`src/sarseq_pkg.sv`:
```
package sarseq_pkg;

  // Control word layout and select-field position.
  localparam int CTRL_W = 16;
  localparam int SEL_HI = 14;
  localparam int SEL_LO = 11;
  localparam int SEL_W = 4;
  localparam int GAIN_BIT = 15;
  localparam int RES_W = 10;
  localparam int NUM_IN = 8;

  // Channel-select codes.
  localparam logic [3:0] SEL_SE_LAST = 4'h7;
  localparam logic [3:0] SEL_DIFF01 = 4'hA;
  localparam logic [3:0] SEL_DIFF67 = 4'hD;
  localparam logic [3:0] SEL_TRIM = 4'hF;

  // Mux route kinds.
  localparam logic [1:0] ROUTE_SE = 2'h0;
  localparam logic [1:0] ROUTE_DIFF = 2'h1;
  localparam logic [1:0] ROUTE_TRIM = 2'h2;
  localparam logic [1:0] ROUTE_NONE = 2'h3;

  // Stage lengths in converter clock half-periods (26.5 periods needs halves).
  localparam int HALF_PER_CLK = 2;
  localparam int TRACK_HALVES = 6 * HALF_PER_CLK;
  localparam int AMP_HALVES = 21;
  localparam int UNITY_TOTAL_HALVES = 32;
  localparam int GAIN_TOTAL_HALVES = 53;
  localparam int CNT_W = 6;

  // Converter clock period and unity-gain conversion time at the nominal 4 MHz converter clock, in ns.
  localparam int CONV_CLK_NS = 250;
  localparam int UNITY_CONV_NS = 4000;

  typedef enum logic [4:0] {
    SARSEQ_IDLE = 5'h01,
    SARSEQ_AMP = 5'h02,
    SARSEQ_TRACK = 5'h04,
    SARSEQ_SAR = 5'h08,
    SARSEQ_DONE = 5'h10
  } sarseq_state_e;

endpackage : sarseq_pkg

```
`src/sarseq_sar_reg.sv`:
```
`timescale 1ns/1ps
// Successive-approximation register: one bit decision per step, the same for both gains.
module sarseq_sar_reg #(
  parameter int RES_W = 10
) (
  input wire logic clk_sys, // System clock.
  input wire logic rst, // Synchronous reset, active high.
  input wire logic ce, // Clock enable.
  input wire logic load, // Starts a new approximation.
  input wire logic step, // Takes one comparator decision.
  input wire logic cmp_hi, // Comparator: input above trial value.
  output logic [RES_W-1:0] trial_q, // Trial code to the DAC.
  output logic [RES_W-1:0] result_q, // Finished code.
  output logic last_q // Pulses when the last bit is decided.
);

  logic [RES_W-1:0] mask_q;

  // Walk the trial bit from MSB to LSB, keeping or dropping each one.
  always_ff @(posedge clk_sys) begin
    if (rst) begin
      trial_q <= '0;
      mask_q <= '0;
      result_q <= '0;
      last_q <= 1'b0;
    end else if (ce) begin
      last_q <= 1'b0;
      if (load) begin
        mask_q <= {1'b1, {(RES_W-1){1'b0}}};
        trial_q <= {1'b1, {(RES_W-1){1'b0}}};
      end else if (step && (mask_q != '0)) begin
        mask_q <= mask_q >> 1;
        trial_q <= (cmp_hi ? trial_q : (trial_q & ~mask_q)) | (mask_q >> 1);
        if (mask_q[0]) begin
          result_q <= cmp_hi ? trial_q : (trial_q & ~mask_q);
          last_q <= 1'b1;
        end
      end
    end
  end

endmodule : sarseq_sar_reg

```
`src/sarseq_top.sv`:
```
`timescale 1ns/1ps
// Summary of operation
// - Select codes 0000 to 0111 in bits 14:11 route input n to signal and analog ground to reference.
// - Codes 1010 to 1101 route pairs 0/1, 2/3, 4/5, 6/7 with the even input as signal.
// - Code 1111 selects the zero-offset trim setting; codes 1000, 1001, 1110 are reserved.
// - Unity gain bypasses the amplifier and gain 16 enables it, each with its own sequence.
// - A unity-gain conversion is a track then hold cycle of exactly 16 converter clock periods.
// - At unity gain the positive capacitor tracks signal, the negative tracks reference, then 10 bits convert.
// - At gain 16 the amplifier stage, converter track and hold/convert stages take 26.5 periods in all.
// - The bit decisions run one per period at both gains, but start half a period sooner in hold at gain 16.
// - Throughput reaches 250 ksps at unity gain and 150.9 ksps at gain 16.
// - With a 4 MHz converter clock a unity-gain conversion lasts 4 microseconds.
module sarseq_top #(
  parameter int RES_W = sarseq_pkg::RES_W,
  parameter int NUM_IN = sarseq_pkg::NUM_IN
) (
  input wire logic clk_sys, // System clock, 50 MHz.
  input wire logic rst, // Synchronous reset, active high.
  input wire logic ce, // Clock enable, freezes all state when low.
  input wire logic conv_half_tick, // One-cycle pulse per converter clock half-period.
  input wire logic start, // Software start request, one cycle.
  input wire logic [sarseq_pkg::CTRL_W-1:0] converter_control_word, // Control word.
  input wire logic done_clear, // Software clear of the done flag.
  input wire logic cmp_hi, // Comparator result from the converter.
  output logic [NUM_IN-1:0] sig_sel_q, // One-hot signal-side input select.
  output logic [NUM_IN-1:0] ref_sel_q, // One-hot reference-side input select.
  output logic ref_gnd_q, // Reference side tied to analog ground.
  output logic trim_sel_q, // Both sides on the trim level.
  output logic amp_en_q, // Gain amplifier enabled.
  output logic amp_track_q, // Amplifier tracking.
  output logic cap_track_q, // Sampling capacitors tracking.
  output logic sar_active_q, // Bit decisions running.
  output logic [RES_W-1:0] dac_code_q, // Trial code to the converter DAC.
  output logic [RES_W-1:0] result_q, // Last 10-bit result.
  output logic busy_q, // Conversion in progress.
  output logic done_q, // Result available flag.
  output logic sel_reserved_q // Latched select code was reserved.
);

  sarseq_pkg::sarseq_state_e state_q;
  logic [sarseq_pkg::SEL_W-1:0] sel_q;
  logic gain_q;
  logic [sarseq_pkg::CNT_W-1:0] cnt_q;
  logic [sarseq_pkg::CNT_W-1:0] total_q;
  logic [1:0] route;
  logic [RES_W-1:0] trial;
  logic [RES_W-1:0] sar_result;
  logic sar_last;
  logic sar_load;
  logic sar_step;

  // Decode a select code into a route kind; reserved codes route nothing.
  function automatic logic [1:0] route_of(input logic [3:0] s);
    if (s <= sarseq_pkg::SEL_SE_LAST) begin
      route_of = sarseq_pkg::ROUTE_SE;
    end else if (s >= sarseq_pkg::SEL_DIFF01 && s <= sarseq_pkg::SEL_DIFF67) begin
      route_of = sarseq_pkg::ROUTE_DIFF;
    end else if (s == sarseq_pkg::SEL_TRIM) begin
      route_of = sarseq_pkg::ROUTE_TRIM;
    end else begin
      route_of = sarseq_pkg::ROUTE_NONE;
    end
  endfunction : route_of

  assign route = route_of(sel_q);

  // Accept a start only when idle; the latched settings hold for the whole cycle.
  // latch on start
  always_ff @(posedge clk_sys) begin
    if (rst) begin
      sel_q <= '0;
      gain_q <= 1'b0;
    end else if (ce && start && state_q == sarseq_pkg::SARSEQ_IDLE) begin
      sel_q <= converter_control_word[sarseq_pkg::SEL_HI:sarseq_pkg::SEL_LO];
      gain_q <= converter_control_word[sarseq_pkg::GAIN_BIT];
    end
  end

  // Sequencer; timing is counted in half-periods so gain 16 can end on 26.5 periods.
  // gain picks sequence
  always_ff @(posedge clk_sys) begin
    if (rst) begin
      state_q <= sarseq_pkg::SARSEQ_IDLE;
      cnt_q <= '0;
      total_q <= '0;
    end else if (ce) begin
      unique case (state_q)
        sarseq_pkg::SARSEQ_IDLE: begin
          if (start) begin
            cnt_q <= '0;
            total_q <= '0;
            state_q <= converter_control_word[sarseq_pkg::GAIN_BIT] ? sarseq_pkg::SARSEQ_AMP
                                                                    : sarseq_pkg::SARSEQ_TRACK;
          end
        end
        sarseq_pkg::SARSEQ_AMP: begin
          if (conv_half_tick) begin
            total_q <= total_q + 1'b1;
            cnt_q <= cnt_q + 1'b1;
            if (cnt_q == sarseq_pkg::CNT_W'(sarseq_pkg::AMP_HALVES - 1)) begin
              cnt_q <= '0;
              state_q <= sarseq_pkg::SARSEQ_TRACK;
            end
          end
        end
        sarseq_pkg::SARSEQ_TRACK: begin
          if (conv_half_tick) begin
            total_q <= total_q + 1'b1;
            cnt_q <= cnt_q + 1'b1;
            if (cnt_q == sarseq_pkg::CNT_W'(sarseq_pkg::TRACK_HALVES - 1)) begin
              cnt_q <= '0;
              state_q <= sarseq_pkg::SARSEQ_SAR;
            end
          end
        end
        sarseq_pkg::SARSEQ_SAR: begin
          if (conv_half_tick) begin
            total_q <= total_q + 1'b1;
            if (total_q == (gain_q ? sarseq_pkg::CNT_W'(sarseq_pkg::GAIN_TOTAL_HALVES - 1)
                                   : sarseq_pkg::CNT_W'(sarseq_pkg::UNITY_TOTAL_HALVES - 1))) begin
              state_q <= sarseq_pkg::SARSEQ_DONE;
            end
          end
        end
        sarseq_pkg::SARSEQ_DONE: begin
          state_q <= sarseq_pkg::SARSEQ_IDLE;
        end
        default: begin
          state_q <= sarseq_pkg::SARSEQ_IDLE;
        end
      endcase
    end
  end

  // One decision per full converter period on odd total_q, so at gain 16 they start half a period sooner after hold begins.
  // shared bit decisions
  assign sar_load = (state_q == sarseq_pkg::SARSEQ_TRACK) && conv_half_tick
                    && (cnt_q == sarseq_pkg::CNT_W'(sarseq_pkg::TRACK_HALVES - 1));
  assign sar_step = (state_q == sarseq_pkg::SARSEQ_SAR) && conv_half_tick && total_q[0];

  sarseq_sar_reg #(
    .RES_W(RES_W)
  ) u_sar (
    .clk_sys(clk_sys),
    .rst(rst),
    .ce(ce),
    .load(sar_load),
    .step(sar_step),
    .cmp_hi(cmp_hi),
    .trial_q(trial),
    .result_q(sar_result),
    .last_q(sar_last)
  );

  // Multiplexer selects, generated per input; reserved codes leave every switch open.
  genvar gi;
  generate
    for (gi = 0; gi < NUM_IN; gi++) begin : g_mux
      always_ff @(posedge clk_sys) begin
        if (rst) begin
          sig_sel_q[gi] <= 1'b0;
          ref_sel_q[gi] <= 1'b0;
        end else if (ce) begin
          sig_sel_q[gi] <= (route == sarseq_pkg::ROUTE_SE && sel_q[2:0] == 3'(gi))
                        || (route == sarseq_pkg::ROUTE_DIFF && gi % 2 == 0
                            && 3'(sel_q - sarseq_pkg::SEL_DIFF01) == 3'(gi / 2));
          ref_sel_q[gi] <= route == sarseq_pkg::ROUTE_DIFF && gi % 2 == 1
                        && 3'(sel_q - sarseq_pkg::SEL_DIFF01) == 3'(gi / 2);
        end
      end
    end
  endgenerate

  // Route kind and stage outputs.
  always_ff @(posedge clk_sys) begin
    if (rst) begin
      ref_gnd_q <= 1'b0;
      trim_sel_q <= 1'b0;
      sel_reserved_q <= 1'b0;
      amp_en_q <= 1'b0;
      amp_track_q <= 1'b0;
      cap_track_q <= 1'b0;
      sar_active_q <= 1'b0;
      busy_q <= 1'b0;
      dac_code_q <= '0;
    end else if (ce) begin
      ref_gnd_q <= route == sarseq_pkg::ROUTE_SE;
      trim_sel_q <= route == sarseq_pkg::ROUTE_TRIM;
      sel_reserved_q <= route == sarseq_pkg::ROUTE_NONE;
      // Busy and amplifier enable follow the next state, so no one sees idle while a start would be refused.
      amp_en_q <= (state_q == sarseq_pkg::SARSEQ_IDLE) ? (start && converter_control_word[sarseq_pkg::GAIN_BIT])
                                                        : (gain_q && state_q != sarseq_pkg::SARSEQ_DONE);
      amp_track_q <= state_q == sarseq_pkg::SARSEQ_AMP;
      cap_track_q <= state_q == sarseq_pkg::SARSEQ_TRACK;
      sar_active_q <= state_q == sarseq_pkg::SARSEQ_SAR;
      busy_q <= (state_q == sarseq_pkg::SARSEQ_IDLE) ? start : (state_q != sarseq_pkg::SARSEQ_DONE);
      dac_code_q <= trial;
    end
  end

  // Done flag: a new completion wins over a clear in the same cycle.
  // completion flag
  always_ff @(posedge clk_sys) begin
    if (rst) begin
      result_q <= '0;
      done_q <= 1'b0;
    end else if (ce) begin
      if (sar_last) begin
        result_q <= sar_result;
      end
      if (state_q == sarseq_pkg::SARSEQ_DONE) begin
        done_q <= 1'b1;
      end else if (done_clear) begin
        done_q <= 1'b0;
      end
    end
  end

endmodule : sarseq_top

```
`config.mk`:
```
export PLATFORM = sky130hd
export DESIGN_NAME = sarseq_top
export DESIGN_NICKNAME = d
export VERILOG_FILES = /design/src/sarseq_pkg.sv /design/src/sarseq_sar_reg.sv /design/src/sarseq_top.sv
export SDC_FILE = /design/constraint.sdc
export NUM_CORES = 1
export LEC_CHECK = 0
export BUFFER_PORTS_ARGS = -buffer_cell sky130_fd_sc_hd__buf_2
export CAP_MARGIN = 20
export CORE_AREA = 2 2 105 107
export CTS_CLUSTER_DIAMETER = 50
export DETAILED_ROUTE_END_ITERATION = 10
export DIE_AREA = 0 0 107 109
export SLEW_MARGIN = 5
export SYNTH_ARGS = -nofsm -noshare
export SYNTH_HDL_FRONTEND = slang
export SYNTH_SLANG_ARGS = --single-unit
```
`constraint.sdc`:
```
create_clock -name clk_sys -period 2.1 [get_ports clk_sys]
set_input_delay 0.315 -clock clk_sys [delete_from_list [all_inputs] [get_ports clk_sys]]
set_output_delay 0.315 -clock clk_sys [all_outputs]
set_load 0.01 [all_outputs]
```
==> reports/qor.yml, run 1 <==
outcome:
  outcome: "finished clean"
critical_path:
  r2r-end: "u_sar.trial_q[6]$_SDFFE_PP0P_"
  worst_setup_path_start_kind: "flop"
  worstSetupPathType: "flop to flop"
  cp_max_fo: 8
  cp_data_required_time_ns: 2.34
  cp-end-kind: "flop"
  rr_worst_depth: 8
  reg2reg_from: "u_sar.mask_q[1]$_SDFFE_PP0P_"
  rrSetupSlack_ns: 0.06
  cp.arrival_ns: 2.28
finish:
  multi_input_area_um2: 2090
  final_layout_size_suffix_gt1_share_pct: 20.8
  finalCoreUtilization_pct: 46.3
  diodes: 0
  nFillCells: 1057
  syn2layout_area_growth_pct: 19.3
  fin_nets: 576
  ff_latch_area_um2: 1890
  postLayoutCellArea_um2: 4910
placement:
  port_buffers: 52
  place_hpwl_um: 6780
  place_area_um2: 4590
  gp_congestion: 0.877
logic_synthesis:
  synthCells: 490
  synth_enable_flop_cells: 0
  syn_area_um2: 4120
  ys_ff_latch: 94
  synth_top_area_share_pct: 45.7
  yosysTopAreaCell: "dfxtp_1"
  synth_warnings: 0
  yosys-top-cells-area: "dfxtp_1, a21oi_1, nand2_1"
  avgSynthCellArea_um2: 8.41
  ys.flop_type: "dfxtp_1"
  synth_cell_type_count: 58
  synthArstFlopShare_pct: 0
  ys_seq_area_share_pct: 45.7
detailed_routing:
  antenna_left: 0
  drt_iter0_markers: 243
  viasPerCell: 5.26
  wl_per_cell_um: 13.9
  route.detailed.drc: 0
  firstDrtPassIters: 4
  num_vias: 3652
  drt-total-wl_um: 9650
pwr:
  power_w: 0.00354
  leakage_nw: 1.82
  powerDensity_nw_per_um2: 721
  vdd_drop_max_mv: 0.367
global_route:
  grt_pass1_wl_um: 16000
  grt_pass1_vias: 3333
  antenna_found_initial: 0
  grt_max_degree: 56
  track_usage_pct: 17.1
  grt_overflow: 0
die:
  dieArea_um2: 11700
  core.rowCount: 38
  core_um2: 10600
  die_w_um: 107
  die_y_um: 109
  start_util_pct: 38.9
  ios: 68
clocking:
  cts_tree: "yes"
  htreeDepth: 3
  clkLatencyLatePin_ns: 0.36
  cts_sinks: 94
  clk_pin_slew_ns: 0.09
  tritoncts.num_buffers: 9
  cts_max_path_buffers: 2
  clockRootBuffer: "clkbuf_8"
  hold_buffers: 0
sta:
  finalHoldViolations: 0
  timing.hold.ws_ns: 0.183
  slew_headroom_pct: 53.7
  slew_viol_final: 0
  final.setup.tns_ns: 0
  fin_crit_ns: 2.04
  fmax_mhz: 490
  rsz0062_at_grt: "true"
  worst_slew_pin_slew_ns: 0.685
  worst_clock_skew_ns: 0.00583
  setup_viol: 0
  fin_crit_sh_pct: 97.2
hold_path:
  hold-path-cell-count: 3
  hold_end: "sel_q[0]$_SDFFE_PP0P_"
  worstHoldStart: "converter_control_word[11]"
  hp-class: "input port to flop"
flow_run:
  cap_violations: 0
[power by group]
part           leakage [nW]  switching, W  internal (W)  total, W
clock                 0.111      0.000661      0.000685   0.00135
sequential            0.762     0.0000350       0.00181   0.00184
combinational         0.945      0.000220      0.000135  0.000355
[metrics by stage]
step,setup WS [ns],std cells
5_1_grt,-0.00731,694
6_report,0.0594,694
2_1_floorplan,0.248,493
4_1_cts,0.0456,689
3_3_place_gp,0.0718,673
3_5_place_dp,0.0551,673
[flip-flops by register name, summed over array words and instances (netlist names), 6 cells and up]
signal / count
u_sar.result_q: 10
sig_sel_q: 8
dac_code_q: 10
u_sar.mask_q: 10
u_sar.trial_q: 10
total_q: 6
cnt_q: 6
result_q: 10
[cells in the mapped netlist, drive strengths merged, types with 2 or more instances]
cell type	n
o31ai	7
nand2b	10
nand4	8
ha	4
nor4	4
dfxtp	94
nand2	85
clkbuf	21
and3	4
nand3b	2
a311oi	5
o21a	2
inv	7
nand3	20
xnor2	2
and3b	2
a21boi	4
a32oi	2
o32ai	2
mux2i	14
a31oi	4
buf	12
or2	3
a21oi	67
nor2	35
or4	8
nor3	7
a2bb2oi	4
o21ai	21
nor4b	3
nor2b	4
a211oi	5
a22oi	4
[worst max path at each step]
stage                                 startpoint                       endpoint  slack (ns)  depth (start not counted)
floorplan           u_sar.mask_q[4]$_SDFFE_PP0P_  u_sar.trial_q[8]$_SDFFE_PP0P_        0.25                          5
global placement         state_q[3]$_SDFFE_PP0P_  u_sar.trial_q[0]$_SDFFE_PP0P_        0.07                          5
detailed placement         cnt_q[0]$_SDFFE_PP0P_        state_q[2]$_SDFFE_PP0P_        0.06                          6
CTS                      state_q[1]$_SDFFE_PP0P_  u_sar.trial_q[0]$_SDFFE_PP0P_        0.05                          5
global route        u_sar.mask_q[1]$_SDFFE_PP0P_  u_sar.trial_q[0]$_SDFFE_PP0P_      -0.007                          5
finish              u_sar.mask_q[1]$_SDFFE_PP0P_  u_sar.trial_q[6]$_SDFFE_PP0P_        0.06                          8
[routing by layer]
| metal | wire [um] | vias to the layer above | GRT usage [%] |
|---|---|---|---|
| met5 | 0 | - | 0 |
| met4 | 132 | 0 | 7.05 |
| met3 | 356 | 11 | 2.69 |
| met2 | 4550 | 60 | 27.9 |
| met1 | 4610 | 1713 | 22.7 |
| li1 | - | 1868 | - |
[what timing repair did]
| item | CTS | global route |
|---|---|---|
| setup buffers | 0 | 4 |
| endpoints found under the hold margin | 0 | 0 |
| setup endpoints to repair | 1 | 16 |
| pin swaps | 1 | 4 |
| gates cloned | 0 | 1 |
| gates resized for setup | 0 | 11 |
[final cells by class]
| cell class | instances | area share (%) |
|---|---|---|
| Clock buffer | 9 | 2.52 |
| Clock inverter | 7 | 2.09 |
| Inverter | 8 | 0.611 |
| Multi-Input combinational cell | 358 | 42.6 |
| Sequential cell | 94 | 38.5 |
| Tap cell | 140 | 3.57 |
| Timing Repair Buffer | 78 | 10.1 |
[placed cells by master (no fill, tap or decap), types with 3 or more instances in the layout]
cell	count
a211oi_1	5
a21boi_0	4
a21oi_1	66
a22oi_1	4
a311oi_1	4
a31oi_1	4
and3_1	4
buf_2	52
buf_4	23
clkbuf_8	9
conb_1	4
dfxtp_1	89
dfxtp_2	3
ha_1	4
inv_1	7
inv_6	3
mux2i_1	14
nand2_1	85
nand2b_1	10
nand3_1	20
nand4_1	8
nor2_1	34
nor2b_1	4
nor3_1	5
nor4b_1	3
o21ai_0	21
o31ai_1	7
or4_1	6
[critical path: stages, from the launching register on]
cell and delay [ns]:
dfxtp_4 0.37, or4_4 0.55, nor4_4 0.32, buf_4 0.19
nor3_4 0.05, buf_12 0.15, buf_4 0.12, a21oi_2 0.11
a211oi_1 0.05
[logic make-up after synthesis]
kind of cell               count (synthesis)  synth area share (%)
AOI/OAI and AO/OA                        134                  20.3
muxes                                     14                  3.40
other                                      1                0.0910
and+or+nand+nor                          199                  24.3
buffers and inverters                     41                  4.34
DFF                                       94                  45.7
xor gates and xnor gates                   3                 0.638
adders and majority gates                  4                  1.21
No activity file was read; power rests on OpenSTA's default activity.
==> run 2, diff against run 1 <==
Settings changed: PLACE_DENSITY_LB_ADDON set to 0.3.
==> run 2 against run 1 <==
Against the previous run:
- combinational power is 4% higher
- clock skew up 0.0046 ns
- clock power is essentially flat
- core utilization increased by 0.14 points
- largest power group unchanged
- sequential share of layout area down 0.32 points
- routed wire length up 1.0%
- largest cell class unchanged
- worst setup slack improved by 0.017 ns
==> reports/qor.yml, run 2 (synthesized netlist as in run 1, its figures left out) <==
placement:
  place_hpwl_um: 6830  # +0.85%
  gp_congestion: 0.853  # -2.7%
  port_buffers: 52  # unchanged
global_route:
  grt_pass1_vias: 3403  # +2.1%
  antenna_found_initial: 0  # unchanged
  grt_pass1_wl_um: 16200  # +1.7%
  grt_overflow: 0  # unchanged
  track_usage_pct: 17.3  # +0.20 points
  grt_max_degree: 56  # unchanged
die:
  ios: 68  # unchanged
  dieArea_um2: 11700  # unchanged
  die_w_um: 107  # unchanged
  die_y_um: 109  # unchanged
  core.rowCount: 38  # unchanged
  start_util_pct: 38.9  # unchanged
  core_um2: 10600  # unchanged
sta:
  fin_crit_ns: 2.02  # -0.0165 ns
  final.setup.tns_ns: 0  # unchanged
  worst_slew_pin_slew_ns: 0.636  # -0.0491 ns
  slew_headroom_pct: 57.1  # +3.3 points
  finalHoldViolations: 0  # unchanged
  timing.hold.ws_ns: 0.177  # -0.00588 ns
  setup_viol: 0  # unchanged
  slew_viol_final: 0  # unchanged
  worst_clock_skew_ns: 0.0105  # +0.00464 ns
  rsz0062_at_grt: "false"
  fmax_mhz: 494  # +0.82%
  fin_crit_sh_pct: 96.4  # -0.79 points
clocking:
  clk_pin_slew_ns: 0.09  # about the same
  clockRootBuffer: "clkbuf_8"
  cts_tree: "yes"
  cts_sinks: 94  # unchanged
  tritoncts.num_buffers: 9  # unchanged
  htreeDepth: 3  # unchanged
  hold_buffers: 0  # unchanged
  clkLatencyLatePin_ns: 0.37  # about the same
  cts_max_path_buffers: 2  # unchanged
detailed_routing:
  route.detailed.drc: 0  # unchanged
  viasPerCell: 5.30  # +0.72%
  num_vias: 3710  # +1.6%
  wl_per_cell_um: 13.9  # +0.15%
  drt_iter0_markers: 317  # +30%
  drt-total-wl_um: 9750  # +1.0%
  firstDrtPassIters: 4  # unchanged
  antenna_left: 0  # unchanged
hold_path:
  hold_end: "sel_q[0]$_SDFFE_PP0P_"
  worstHoldStart: "converter_control_word[11]"
  hp-class: "input port to flop"
  hold-path-cell-count: 3  # unchanged
critical_path:
  cp_slowest_cell: "or4_4"
  cp-end-kind: "flop"
  reg2reg_from: "u_sar.mask_q[0]$_SDFFE_PP0P_"
  rr_worst_depth: 8  # unchanged
  r2r-end: "u_sar.trial_q[4]$_SDFFE_PP0P_"
  rrSetupSlack_ns: 0.08  # +0.02 ns
  critical_path.top_delay_family: "simple AND/OR/NAND/NOR gates"
  max_stage_delay_ns: 0.57  # +0.02 ns
  path_cells: "or4_4 -> nor4_4 -> buf_4 -> nor3_4 -> buf_12 -> buf_4 -> a21oi_1 -> a211oi_1"
  worst_setup_path_start_kind: "flop"
  cp.arrival_ns: 2.27  # about the same
  worstSetupPathType: "flop to flop"
  cp_num_buf_inv: 3  # unchanged
  cp_data_required_time_ns: 2.35  # about the same
  cp_max_fo: 13  # +5
  cp_common_cell: "buf_4"
finish:
  nFillCells: 1013  # -4.2%
  multi_input_area_um2: 2090  # about the same
  final_layout_size_suffix_gt1_share_pct: 20.7  # -0.044 points
  diodes: 0  # unchanged
  fin_nets: 582  # +1.0%
  mostFrequentLayoutCell: "dfxtp_1"
  syn2layout_area_growth_pct: 19.6
  layout_common_cells: "dfxtp_1, nand2_1, a21oi_1, buf_2, nor2_1"
  ff_latch_area_um2: 1880  # -0.53%
pwr:
  power_w: 0.00355  # +0.30%
  vdd_drop_max_mv: 0.287  # -22%
  powerDensity_nw_per_um2: 721  # about the same
  leakage_nw: 1.84  # +1.1%
flow_run:
  cap_violations: 0  # unchanged
outcome:
  outcome: "finished clean"
-- run 2: changes by cell type in the layout (fill, tap and decap cells not counted), moves of 2 or more --
cell,delta
buf_4,+7
inv_6,-2
dfxtp_1,+4
dfxtp_4,-2
dfxtp_2,-2
-- run 2: cell type report --
class / instances / area share (%)
Sequential cell: 94 / 38.2
Inverter: 8 / 0.609
Tap cell: 140 / 3.55
Clock buffer: 11 / 2.87
Timing Repair Buffer: 84 / 10.7
Clock inverter: 5 / 1.65
Multi-Input combinational cell: 358 / 42.4
-- run 2: layer usage --
layer / track usage [%] / vias up / share of wire (%)
met1: 22.6 / 1758 / 47
met5: 0 / - / 0
met4: 5.94 / 0 / 1.6
met3: 4.24 / 15 / 4.4
li1: - / 1865 / -
met2: 28.1 / 72 / 47
-- run 2: worst max path at each step --
| stage | startpoint | to | cells after the start |
|---|---|---|---|
| 3_3_place_gp | state_q[3]$_SDFFE_PP0P_ | u_sar.trial_q[0]$_SDFFE_PP0P_ | 5 |
| 6_report | u_sar.mask_q[0]$_SDFFE_PP0P_ | u_sar.trial_q[4]$_SDFFE_PP0P_ | 8 |
| 3_5_place_dp | state_q[3]$_SDFFE_PP0P_ | u_sar.trial_q[0]$_SDFFE_PP0P_ | 5 |
| 5_1_grt | state_q[1]$_SDFFE_PP0P_ | total_q[4]$_SDFFE_PP0P_ | 6 |
| 2_1_floorplan | u_sar.mask_q[4]$_SDFFE_PP0P_ | u_sar.trial_q[8]$_SDFFE_PP0P_ | 5 |
| 4_1_cts | state_q[3]$_SDFFE_PP0P_ | u_sar.trial_q[0]$_SDFFE_PP0P_ | 5 |
-- run 2: tightest hold or removal path, stage by stage --
cell	delay, ns
buf_2	0.10
nand2_1	0.04
a21oi_1	0.05
-- run 2: through the flow --
step	setup WS, ns	area, um2	utilization, %	std cells
after floorplan	0.248	4130	-	493
after global placement	0.121	4610	43.5	676
after detailed placement	0.0482	4610	43.5	676
after CTS	0.0247	4830	45.6	692
after global routing	0.00844	4930	46.5	700
final	0.0760	4930	46.5	700
-- run 2: report_power, final --
group          internal [W]  switching (W)  total [W]
Combinational      0.000144       0.000226   0.000370
Sequential          0.00181      0.0000352    0.00184
Clock              0.000706       0.000633    0.00134
Total               0.00266       0.000894    0.00355
-- run 2: repair_timing --
item	in CTS	in global routing
endpoints found under the setup margin	0	20
gates resized for setup	0	5
buffers inserted	0	8
==> run 3, diff against run 2 <==
==> constraint.sdc (replaced) <==
create_clock -name clk_sys -period 2.1 [get_ports clk_sys]
set_input_delay 0 -clock clk_sys [delete_from_list [all_inputs] [get_ports clk_sys]]
set_output_delay 0 -clock clk_sys [all_outputs]
set_load 0.01 [all_outputs]
==> run 3 against run 2 <==
Against the previous run:
- fmax up 2.9%
- cell area down 0.38%
- non-clock buffer count down 2
- register-to-register slack better by 0.06 ns
- die area unchanged
- critical path type unchanged
- largest power group unchanged
==> reports/qor.yml, run 3 (synthesized netlist as in run 1, its figures left out) <==
critical_path:
  worstSetupPathDepth: 7  # -1
  path_cells: "or4_4 -> nor4_4 -> buf_4 -> nor3_4 -> buf_12 -> o21ai_0 -> a311oi_1"
  worstSetupPathType: "flop to flop"
  max_stage_delay_ns: 0.56  # about the same
  cp_data_required_time_ns: 2.31  # -0.04 ns
  reg2reg_from: "u_sar.mask_q[4]$_SDFFE_PP0P_"
  cp-end-kind: "flop"
  critical_path.top_delay_family: "simple AND/OR/NAND/NOR gates"
  cp_num_buf_inv: 2  # -1
  crit_end: "u_sar.trial_q[0]$_SDFFE_PP0P_"
  worst_setup_path_start_kind: "flop"
  cp_slowest_cell: "or4_4"
  cp.arrival_ns: 2.18  # -0.09 ns
  rr_worst_depth: 7  # -1
  rrSetupSlack_ns: 0.13  # +0.06 ns
  crit_path_start: "u_sar.mask_q[4]$_SDFFE_PP0P_"
  cp_max_fo: 15  # +2
  r2r-end: "u_sar.trial_q[0]$_SDFFE_PP0P_"
clocking:
  cts_sinks: 94  # unchanged
  htreeDepth: 3  # unchanged
  cts_tree: "yes"
  cts_max_path_buffers: 2  # unchanged
  clockRootBuffer: "clkbuf_8"
  tritoncts.num_buffers: 9  # unchanged
  clkLatencyLatePin_ns: 0.36  # about the same
  clk_pin_slew_ns: 0.09  # about the same
placement:
  gp_congestion: 0.847  # -0.73%
  port_buffers: 52  # unchanged
  place_hpwl_um: 6740  # -1.4%
  place_area_um2: 4580  # -0.65%
finish:
  postLayoutCellArea_um2: 4910  # -0.38%
  layout_common_cells: "dfxtp_1, nand2_1, a21oi_1, buf_2, nor2_1"
  final_layout_size_suffix_gt1_share_pct: 18.8  # -1.9 points
  mostFrequentLayoutCell: "dfxtp_1"
  syn2layout_area_growth_pct: 19.2
  diodes: 0  # unchanged
  nFillCells: 1042  # +2.9%
  ff_latch_area_um2: 1880  # about the same
  fin_nets: 580  # -0.34%
  multi_input_area_um2: 2070  # -1.0%
global_route:
  grt_pass1_vias: 3366  # -1.1%
  antenna_found_initial: 0  # unchanged
  track_usage_pct: 17.1  # -0.23 points
  grt_overflow: 0  # unchanged
  grt_max_degree: 59  # +5.4%
  grt_pass1_wl_um: 15900  # -2.2%
sta:
  final.setup.tns_ns: 0  # unchanged
  slew_headroom_pct: 53.7  # -3.3 points
  fin_crit_ns: 1.97  # -0.0570 ns
  setup_viol: 0  # unchanged
  slew_viol_final: 0  # unchanged
  worst_slew_pin_slew_ns: 0.694  # +0.0580 ns
  finalHoldViolations: 0  # unchanged
  timing.hold.ws_ns: 0.0464  # -0.131 ns
  fmax_mhz: 508  # +2.9%
  worst_clock_skew_ns: 0.00827  # -0.00220 ns
  fin_crit_sh_pct: 93.7  # -2.7 points
pwr:
  powerDensity_nw_per_um2: 702  # -2.7%
  vdd_drop_max_mv: 0.263  # -8.6%
  leakage_nw: 1.82  # -0.75%
detailed_routing:
  firstDrtPassIters: 5  # +1
  met2_length_um: 4620  # +0.39%
  num_vias: 3710  # unchanged
  viasPerCell: 5.32  # +0.29%
  dr_wl_met3_um: 461  # +8.0%
  wl_per_cell_um: 13.7  # -1.3%
  drt-total-wl_um: 9590  # -1.6%
  route.detailed.drc: 0  # unchanged
  drt_iter0_markers: 319  # +0.63%
  top_layer: "met4"
  antenna_left: 0  # unchanged
  drt-met1-wl_um: 4420  # -3.1%
outcome:
  outcome: "finished clean"
die:
  dieArea_um2: 11700  # unchanged
  die_y_um: 109  # unchanged
  start_util_pct: 38.9  # unchanged
  core.rowCount: 38  # unchanged
  core_um2: 10600  # unchanged
  die_w_um: 107  # unchanged
  ios: 68  # unchanged
hold_path:
  hp-class: "input port to flop"
flow_run:
  cap_violations: 0  # unchanged
[run 3: cell count changes in the layout (fill, tap and decap cells not counted), sizes merged]
cell,before,now
dlygate4sd3,0,7
bufinv,2,1
buf,84,75
clkinv,2,5
clkinvlp,1,0
inv,8,7
[run 3: worst min path at each step]
stage	startpoint	endpoint	slack [ns]	cells after the start
after floorplan	converter_control_word[14]	sel_q[3]$_SDFFE_PP0P_	0.14	2
after global placement	converter_control_word[11]	sel_q[0]$_SDFFE_PP0P_	0.24	3
after detailed placement	converter_control_word[14]	sel_q[3]$_SDFFE_PP0P_	0.26	3
after CTS	cmp_hi	u_sar.result_q[0]$_SDFFE_PP0P_	0.03	3
after global routing	cmp_hi	u_sar.result_q[0]$_SDFFE_PP0P_	0.05	3
final	cmp_hi	u_sar.result_q[0]$_SDFFE_PP0P_	0.05	3
[run 3: final cells by class]
cell class,instances,area share [%]
repair buffers,82,11.0
clock buffers,11,3.08
multi-input cells,358,42.2
clock inverters,5,1.17
well taps,140,3.57
inverters,8,0.612
flip-flops and latches,94,38.4
[run 3: metal layers]
layer	up-vias	track usage, %
met3	6	3.53
met5	-	0
li1	1873	-
met4	0	7.70
met2	96	27.5
met1	1735	22.1
[run 3: tightest hold or removal path, cell delays in order]
cell	delay [ns]
buf_2	0.16
nand4_1	0.13
a21oi_1	0.07
[run 3: through the flow]
stage | power [W] | util, % | cells | setup WS (ns)
floorplan | 0.00213 | - | 493 | 0.248
global placement | 0.00223 | 43.2 | 672 | 0.126
detailed placement | 0.00224 | 43.2 | 672 | 0.0188
CTS | 0.00348 | 45.8 | 695 | 0.000768
global route | 0.00361 | 46.3 | 698 | -0.00683
finish | 0.00344 | 46.3 | 698 | 0.133
[run 3: power by group]
group	switching, W	leakage [nW]	internal, W	total (W)
clock	0.000614	0.109	0.000615	0.00123
sequential	0.0000284	0.760	0.00181	0.00184
combinational	0.000230	0.956	0.000148	0.000378
total	0.000872	1.82	0.00257	0.00344
[run 3: repair_timing]
action,in CTS,in global routing
endpoints found under the hold margin,11,0
resized for setup,0,2
hold buffers,7,0
setup endpoints to repair,0,15
setup buffers,0,3
